===== config.mk =====
export PLATFORM = sky130hd
export DESIGN_NAME = mpc_regs
export DESIGN_NICKNAME = d
export VERILOG_FILES = /design/src/mpc_pkg.sv /design/src/mpc_cap_word.sv /design/src/mpc_fwd.sv /design/src/mpc_regs.sv
export SDC_FILE = /design/constraint.sdc
export NUM_CORES = 1
export LEC_CHECK = 0
export ABC_AREA = 1
export CAP_MARGIN = 20
export CELL_PAD_IN_SITES_DETAIL_PLACEMENT = 1
export CELL_PAD_IN_SITES_GLOBAL_PLACEMENT = 1
export CORE_MARGIN = 2
export CORE_UTILIZATION = 45
export CTS_CLUSTER_SIZE = 25
export DETAILED_ROUTE_END_ITERATION = 6
export DONT_BUFFER_PORTS = 1
export GPL_ROUTABILITY_DRIVEN = 0
export GPL_TIMING_DRIVEN = 0
export HOLD_SLACK_MARGIN = 0.06
export PLACE_DENSITY_LB_ADDON = 0.1
export SLEW_MARGIN = 5
export SYNTH_ARGS = -nofsm -noshare
export SYNTH_HDL_FRONTEND = slang
export SYNTH_SLANG_ARGS = --single-unit

===== constraint.sdc =====
create_clock -name clk -period 3.9 [get_ports clk]
set_input_delay 0.39 -clock clk [delete_from_list [all_inputs] [get_ports clk]]
set_output_delay 0.39 -clock clk [all_outputs]
set_load 0.01 [all_outputs]

===== src/mpc_pkg.sv =====
// Purpose: shared constants and types for the message-passing capability bank
// Assumes: byte offsets of the 24-bit configuration space, big-endian bit numbers
// Notes:   one clock, synchronous active-high reset
package mpc_pkg;

  // configuration space layout, byte offsets
  localparam logic [23:0] OFS_SRC_CAP      = 24'h000018;
  localparam logic [23:0] OFS_DST_CAP      = 24'h00001C;
  localparam logic [23:0] CAR_SPACE_LAST   = 24'h00003C;
  localparam logic [23:0] CSR_SPACE_BASE   = 24'h000040;
  localparam logic [23:0] EXT_SPACE_BASE   = 24'h000100;
  localparam logic [23:0] IMPL_SPACE_BASE  = 24'h010000;
  localparam logic [23:0] OFS_IMPL_SCRATCH = 24'h010000;
  localparam logic [23:0] OFS_IMPL_RD_CNT  = 24'h010004;
  localparam logic [23:0] OFS_IMPL_WR_CNT  = 24'h010008;
  localparam logic [23:0] OFS_IMPL_FWD_CNT = 24'h01000C;

  // capability fields, big-endian bit numbers (0 = msb)
  localparam int BIT_IMPL_A_HI = 14;
  localparam int BIT_IMPL_A_LO = 15;
  localparam int BIT_DATA_MSG  = 20;
  localparam int BIT_DOORBELL  = 21;
  localparam int BIT_IMPL_B_HI = 30;
  localparam int BIT_IMPL_B_LO = 31;
  localparam int WORD_MSB      = 31;

  // reset values
  localparam logic [31:0] SCRATCH_RST = 32'h00000000;
  localparam logic [31:0] CNT_RST     = 32'h00000000;
  localparam logic [31:0] ZERO_WORD   = 32'h00000000;

  // response status codes
  localparam logic [3:0] STAT_DONE  = 4'h0;
  localparam logic [3:0] STAT_ERROR = 4'h7;

  typedef enum logic [1:0]
  {
    ST_IDLE = 2'b01,
    ST_RESP = 2'b10
  } mpc_state_t;

  typedef struct packed
  {
    logic        write;
    logic        dword;
    logic [23:0] offset;
    logic [63:0] wdata;
  } mpc_req_t;

  typedef struct packed
  {
    logic        write;
    logic [3:0]  status;
    logic [63:0] rdata;
  } mpc_rsp_t;

  typedef struct packed
  {
    logic [3:0]  ftype;
    logic        last;
    logic [31:0] data;
  } mpc_pkt_t;

  typedef struct packed
  {
    logic       data_msg;
    logic       doorbell;
    logic [1:0] impl_a;
    logic [1:0] impl_b;
  } mpc_cap_t;

endpackage


===== src/mpc_cap_word.sv =====
// Purpose: builds one 32-bit capability word from its field settings
// Assumes: field settings are design-time constants
// Notes:   big-endian numbering, bit n lands on vector bit 31-n
`timescale 1ns/1ps
module mpc_cap_word
  import mpc_pkg::*;
(
  input  mpc_cap_t    cap,
  output logic [31:0] word
);

  function automatic int be_pos(input int n);
    be_pos = WORD_MSB - n;
  endfunction

  // reserved bits stay zero
  always_comb
  begin
    word                        = ZERO_WORD;
    word[be_pos(BIT_IMPL_A_HI)] = cap.impl_a[1];
    word[be_pos(BIT_IMPL_A_LO)] = cap.impl_a[0];
    word[be_pos(BIT_DATA_MSG)]  = cap.data_msg;
    word[be_pos(BIT_DOORBELL)]  = cap.doorbell;
    word[be_pos(BIT_IMPL_B_HI)] = cap.impl_b[1];
    word[be_pos(BIT_IMPL_B_LO)] = cap.impl_b[0];
  end

endmodule


===== src/mpc_fwd.sv =====
// Purpose: one-stage packet pass-through for the switch path
// Assumes: valid/ready handshake on both sides
// Notes:   every format type passes, supported locally or not
`timescale 1ns/1ps
module mpc_fwd
  import mpc_pkg::*;
(
  input  wire logic clk,
  input  wire logic rst,
  input  wire logic ce,
  input  wire logic in_valid,
  output logic      in_ready,
  input  mpc_pkt_t  in_pkt,
  output logic      out_valid,
  input  wire logic out_ready,
  output mpc_pkt_t  out_pkt,
  output logic      taken
);

  logic     valid_reg;
  mpc_pkt_t pkt_reg;

  // stall reaches the source through in_ready
  assign in_ready  = ce && (!valid_reg || out_ready);
  assign taken     = in_valid && in_ready;
  assign out_valid = valid_reg;
  assign out_pkt   = pkt_reg;

  always_ff @(posedge clk)
  begin
    if (rst)
    begin
      valid_reg <= 1'b0;
      pkt_reg   <= '0;
    end
    else if (ce)
    begin
      if (taken)
      begin
        valid_reg <= 1'b1;
        pkt_reg   <= in_pkt;
      end
      else if (out_ready)
      begin
        valid_reg <= 1'b0;
      end
    end
  end

endmodule


===== src/mpc_regs.sv =====
// Purpose: capability register bank answering maintenance reads and writes
// Assumes: requester is logic on the same clock; one request outstanding
// Notes:   every access completes with DONE status, none ever errors
`timescale 1ns/1ps

module mpc_regs
  import mpc_pkg::*;
#(
  parameter mpc_cap_t SRC_CAP = '{data_msg: 1'b1, doorbell: 1'b1, impl_a: 2'b00, impl_b: 2'b00},
  parameter mpc_cap_t DST_CAP = '{data_msg: 1'b1, doorbell: 1'b1, impl_a: 2'b00, impl_b: 2'b00}
)
(
  input  wire logic clk,
  input  wire logic rst,
  input  wire logic ce,
  input  wire logic req_valid,
  output logic      req_ready,
  input  mpc_req_t  req,
  output logic      rsp_valid,
  input  wire logic rsp_ready,
  output mpc_rsp_t  rsp,
  input  wire logic fwd_in_valid,
  output logic      fwd_in_ready,
  input  mpc_pkt_t  fwd_in,
  output logic      fwd_out_valid,
  input  wire logic fwd_out_ready,
  output mpc_pkt_t  fwd_out,
  output logic      busy
);

  mpc_state_t  state_reg;
  mpc_state_t  state_next;
  mpc_rsp_t    rsp_reg;
  mpc_rsp_t    rsp_next;
  logic [31:0] scratch_reg;
  logic [31:0] scratch_next;
  logic [31:0] rd_cnt_reg;
  logic [31:0] rd_cnt_next;
  logic [31:0] wr_cnt_reg;
  logic [31:0] wr_cnt_next;
  logic [31:0] fwd_cnt_reg;
  logic [31:0] fwd_cnt_next;

  logic [31:0] src_word;
  logic [31:0] dst_word;
  logic        accept;
  logic        is_rd;
  logic        is_wr;
  logic        fwd_taken;
  logic [23:0] word_ofs;
  logic [23:0] hi_ofs;
  logic [23:0] lo_ofs;
  logic [31:0] hi_word;
  logic [31:0] lo_word;
  logic [63:0] rd_data;
  logic        wr_scratch;
  logic        wr_rd_cnt;
  logic        wr_wr_cnt;
  logic        wr_fwd_cnt;
  logic        in_impl;

  // capability words come from parameters only, so every read matches
  mpc_cap_word u_src_cap
  (
    .cap  (SRC_CAP),
    .word (src_word)
  );

  mpc_cap_word u_dst_cap
  (
    .cap  (DST_CAP),
    .word (dst_word)
  );

  mpc_fwd u_fwd
  (
    .clk       (clk),
    .rst       (rst),
    .ce        (ce),
    .in_valid  (fwd_in_valid),
    .in_ready  (fwd_in_ready),
    .in_pkt    (fwd_in),
    .out_valid (fwd_out_valid),
    .out_ready (fwd_out_ready),
    .out_pkt   (fwd_out),
    .taken     (fwd_taken)
  );

  // low two offset bits ignored: registers sit on word boundaries
  // registers come in as arguments, not from module scope, so the
  // continuous assignments re-evaluate whenever a register moves
  function automatic logic [31:0] read_word
  (
    input logic [23:0] ofs,
    input logic [31:0] src,
    input logic [31:0] dst,
    input logic [31:0] scr,
    input logic [31:0] rdc,
    input logic [31:0] wrc,
    input logic [31:0] fwc
  );
    logic [23:0] w;
    w = {ofs[23:2], 2'b00};
    case (w)
      OFS_SRC_CAP:      read_word = src;
      OFS_DST_CAP:      read_word = dst;
      OFS_IMPL_SCRATCH: read_word = scr;
      OFS_IMPL_RD_CNT:  read_word = rdc;
      OFS_IMPL_WR_CNT:  read_word = wrc;
      OFS_IMPL_FWD_CNT: read_word = fwc;
      default:          read_word = ZERO_WORD;
    endcase
  endfunction

  function automatic logic is_reg(input logic [23:0] ofs, input logic [23:0] target);
    is_reg = ({ofs[23:2], 2'b00} == target);
  endfunction

  // request side handshake
  assign req_ready = ce && (state_reg == ST_IDLE);
  assign accept    = req_valid && req_ready;
  assign is_rd     = accept && !req.write;
  assign is_wr     = accept && req.write;
  assign busy      = (state_reg != ST_IDLE);

  // double-word access reads the aligned pair, lower address in upper half
  assign word_ofs = {req.offset[23:2], 2'b00};
  assign hi_ofs   = req.dword ? {req.offset[23:3], 3'b000} : word_ofs;
  assign lo_ofs   = {req.offset[23:3], 3'b100};
  assign hi_word  = read_word(hi_ofs, src_word, dst_word, scratch_reg, rd_cnt_reg, wr_cnt_reg, fwd_cnt_reg);
  assign lo_word  = read_word(lo_ofs, src_word, dst_word, scratch_reg, rd_cnt_reg, wr_cnt_reg, fwd_cnt_reg);
  assign rd_data  = req.dword ? {hi_word, lo_word} : {ZERO_WORD, hi_word};

  // only implementation space takes writes; capability, status and
  // extended spaces swallow them, though each is still counted in wr_cnt_reg
  assign in_impl    = (req.offset >= IMPL_SPACE_BASE);
  assign wr_scratch = is_wr && in_impl && is_reg(req.offset, OFS_IMPL_SCRATCH);
  assign wr_rd_cnt  = is_wr && in_impl && is_reg(req.offset, OFS_IMPL_RD_CNT);
  assign wr_wr_cnt  = is_wr && in_impl && is_reg(req.offset, OFS_IMPL_WR_CNT);
  assign wr_fwd_cnt = is_wr && in_impl && is_reg(req.offset, OFS_IMPL_FWD_CNT);

  assign rsp_valid = (state_reg == ST_RESP);
  assign rsp       = rsp_reg;

  // response sequencing
  always_comb
  begin
    state_next = state_reg;
    rsp_next   = rsp_reg;
    case (state_reg)
      ST_IDLE:
      begin
        if (accept)
        begin
          state_next      = ST_RESP;
          rsp_next.write  = req.write;
          rsp_next.status = STAT_DONE;
          rsp_next.rdata  = req.write ? 64'h0000000000000000 : rd_data;
        end
      end
      ST_RESP:
      begin
        if (rsp_ready)
        begin
          state_next = ST_IDLE;
        end
      end
      default:
      begin
        state_next = ST_IDLE;
      end
    endcase
  end

  // implementation-defined scratch, written whole word
  always_comb
  begin
    scratch_next = scratch_reg;
    if (wr_scratch)
    begin
      scratch_next = req.dword ? req.wdata[63:32] : req.wdata[31:0];
    end
  end

  // counters clear on write; a same-cycle event is counted after the clear, leaving 1
  always_comb
  begin
    rd_cnt_next = wr_rd_cnt ? CNT_RST : rd_cnt_reg;
    if (is_rd)
    begin
      rd_cnt_next = rd_cnt_next + 32'h00000001;
    end
  end

  always_comb
  begin
    wr_cnt_next = wr_wr_cnt ? CNT_RST : wr_cnt_reg;
    if (is_wr)
    begin
      wr_cnt_next = wr_cnt_next + 32'h00000001;
    end
  end

  always_comb
  begin
    fwd_cnt_next = wr_fwd_cnt ? CNT_RST : fwd_cnt_reg;
    if (fwd_taken)
    begin
      fwd_cnt_next = fwd_cnt_next + 32'h00000001;
    end
  end

  always_ff @(posedge clk)
  begin
    if (rst)
    begin
      state_reg <= ST_IDLE;
      rsp_reg   <= '0;
    end
    else if (ce)
    begin
      state_reg <= state_next;
      rsp_reg   <= rsp_next;
    end
  end

  always_ff @(posedge clk)
  begin
    if (rst)
    begin
      scratch_reg <= SCRATCH_RST;
      rd_cnt_reg  <= CNT_RST;
      wr_cnt_reg  <= CNT_RST;
      fwd_cnt_reg <= CNT_RST;
    end
    else if (ce)
    begin
      scratch_reg <= scratch_next;
      rd_cnt_reg  <= rd_cnt_next;
      wr_cnt_reg  <= wr_cnt_next;
      fwd_cnt_reg <= fwd_cnt_next;
    end
  end

endmodule


==> reports/qor.yml <==
run_status:
  outcome: "complete, no violations"
clock_network:
  clockBufferDepth: 3
  cts_resized: 0
  cts_root_buffer: "clkbuf_16"
  cts_tree: "built"
  htree_num_levels: 1
  clk_latency_ns: 0.56
  path_clk_slew_ns: 0.06
  cts_buffers: 27
  clock_sinks: 233
timing:
  final_max_slew_viol_count: 0
  hold_violations: 0
  finalCritPeriodShare_pct: 85.7
  rsz0062_at_grt: "false"
  max_freq_ghz: 0.299
  fin_tns_setup_ns: 0
  fin_hold_ws_ns: 0.0711
  fin_skew_ns: 0.0125
  setup_viol: 0
  finalCriticalPeriod_ns: 3.34
  tightestPinTransition_ns: 1.19
  relSlewSlack_pct: 20.9
floorplanning:
  rows: 62
  die_w_um: 174
  start_util_pct: 45.4
  ioPinCount: 245
  dieArea_mm2: 0.0302
  die_height_um: 174
  core-area_mm2: 0.0285
route:
  via_per_inst: 5.90
  wl_per_cell_um: 23.2
  num_vias: 14500
  drc: 0
  drtAntennaViolNets: 0
  drtPass1Iterations: 5
  drt_iter0_drc: 1215
  wl_um: 57200
critical_path:
  worstPathArrival_ns: 3.78
  path_max_fanout: 10
  rr_worst_depth: 20
  worstPathRequired_ns: 4.34
  max_stage_delay_ns: 0.34
  crit_family: "simple AND/OR/NAND/NOR gates"
  cp-start-kind: "flop"
  cpMostUsedCell: "inv_1"
  end_kind: "flop"
  worst_r2r_endpoint: "wr_cnt_reg[18]$_SDFFE_PP0P_"
  cp_slowest_cell: "dfxtp_1"
  crit_type: "reg2reg"
  crit_buf_inv: 7
  crit_chain: "inv_2 -> nor2_2 -> nand4_2 -> nor2_4 -> nand2_2 -> buf_6 -> buf_6 -> buf_2 -> nand2_1 -> inv_1 -> ha_1 -> inv_1 -> nor3_1 -> nand4_2 -> nor2_4 -> nand3_1 -> nor2_2 -> inv_1 -> o21ai_1 -> a21oi_1"
  r2r_slack_ns: 0.56
  r2r-start: "state_reg[0]$_SDFFE_PP1P_"
logic_synthesis:
  syn_area_mm2: 0.0130
  synth_edf_count: 0
  async_reset_ff_share_pct: 0
  synthCells: 1925
  ys.flop_type: "dfxtp_1"
  ys_ff_latch: 233
  syn_avg_cell_area_um2: 6.73
  yosys_warnings: 0
  ys_types: 56
  ys_seq_area_share_pct: 36.0
grt:
  antenna_found_initial: 2
  grt_pass1_wl_um: 87300
  grt_max_degree: 14
  grt-ovfl-total: 0
  grt_pass1_vias: 15200
  track_usage_pct: 37.3
place:
  dp_hpwl_um: 41300
  port_buffers: 0
pwr:
  vdd_drop_max_mv: 0.311
  p_leak_nw: 5.42
  power_density_mw_per_mm2: 359
  totalPowerFinal_w: 0.00554
hold_path:
  holdPathStages: 3
  hold_start: "rsp_ready"
  min_to: "state_reg[1]$_SDFFE_PP0P_"
  hold_path.class: "in2reg"
cells_and_area:
  largest_reg_flops: 65
  drive_gt1_share_pct: 8.95
  layout_common_cells: "nand2_1 (441), dfxtp_1 (233), nor2_1 (232)"
  layout_commonest_cell: "nand2_1"
  area_growth_pct: 18.9
  nFillCells: 3785
  nNetsFinal: 2196
flow_run:
  cap_violations: 0
## cells in the mapped netlist, types with 5 or more instances
master    number  share of area, %
nor2_4        20               1.7
o21ai_1        8              0.31
nor2_1       232               6.7
dfxtp_1      233                36
xnor2_1        5              0.34
a21oi_1      141               5.4
clkbuf_1      65               1.9
nor3_1        51               2.0
nor2_2        27               1.3
buf_2         13              0.50
o21a_1         7              0.41
nand3_2       15               1.2
a311oi_1      32               2.2
nand4_2        6              0.58
nor4_1        11              0.53
buf_6          5              0.43
nand2_2       15              0.72
nand3_1      133               5.1
inv_2          9              0.26
o21ai_0       71               2.7
inv_1        202               5.9
o221ai_1      30               2.0
o22ai_1       43               2.1
buf_1          7              0.20
buf_4         10              0.58
xor2_1        11              0.74
nand4_1       28               1.4
nor3_2         6              0.46
nand2_1      441                13
## tightest hold or removal path, stage by stage
cell	delay (ns)
o31ai_1	0.07
nand2_1	0.06
a21oi_1	0.05
## layer usage
| metal | global-route usage [%] | share of wire [%] |
|---|---|---|
| met4 | 15.1 | 4.3 |
| met2 | 65.4 | 48 |
| met5 | 0 | 0.030 |
| met1 | 44.5 | 40 |
| met3 | 7.59 | 7.7 |
## report_power, final
| part | switching [W] | internal [W] | leakage (nW) |
|---|---|---|---|
| Combinational | 0.000263 | 0.000122 | 3.08 |
| Clock | 0.00109 | 0.00162 | 0.457 |
| Sequential | 0.0000364 | 0.00241 | 1.88 |
## cells by family after synthesis
logic type	count (synthesis)	synth area share [%]
compound gates	349	16.1
xor+xnor	16	1.08
fa+ha+maj	3	0.290
buf+inv	317	9.99
flops	233	36.0
other cells	1	0.0289
simple gates	1006	36.5
## per-stage QoR
step | instances | setup WS (ns) | area, um2 | utilization, %
global placement | 2312 | 0.429 | 13400 | 47.1
global route | 2462 | 0.277 | 15400 | 54.0
floorplan | 1928 | 1.03 | 13000 | -
finish | 2463 | 0.558 | 15400 | 54.0
CTS | 2462 | 0.559 | 15400 | 54.0
detailed placement | 2312 | 0.389 | 13400 | 47.1
## timing repair
item	4_1_cts	5_1_grt
endpoints found under the hold margin	70	0
setup buffers	0	0
hold buffers	102	0
## worst max-delay path by stage
| stage | startpoint | to | slack, ns | depth (start not counted) |
|---|---|---|---|---|
| after floorplan | req[81] | wr_cnt_reg[18]$_SDFFE_PP0P_ | 1.03 | 19 |
| after global placement | req[81] | wr_cnt_reg[18]$_SDFFE_PP0P_ | 0.43 | 19 |
| after detailed placement | req[81] | wr_cnt_reg[18]$_SDFFE_PP0P_ | 0.39 | 19 |
| after CTS | state_reg[0]$_SDFFE_PP1P_ | wr_cnt_reg[18]$_SDFFE_PP0P_ | 0.56 | 20 |
| after global routing | state_reg[0]$_SDFFE_PP1P_ | wr_cnt_reg[24]$_SDFFE_PP0P_ | 0.28 | 20 |
| final | state_reg[0]$_SDFFE_PP1P_ | wr_cnt_reg[18]$_SDFFE_PP0P_ | 0.56 | 20 |
## final cells by class
| type | instances | area, um2 | area share [%] |
|---|---|---|---|
| Multi-Input combinational cell | 1378 | 7010 | 45.5 |
| Sequential cell | 233 | 4660 | 30.3 |
| Timing Repair Buffer | 102 | 1020 | 6.63 |
| Inverter | 216 | 812 | 5.27 |
| Clock buffer | 38 | 797 | 5.17 |
| Buffer | 101 | 482 | 3.13 |
| Tap cell | 384 | 480 | 3.12 |
| Clock inverter | 10 | 138 | 0.893 |
| Antenna cell | 1 | 2.50 | 0.0162 |
Power figures use the tool's default switching activity.
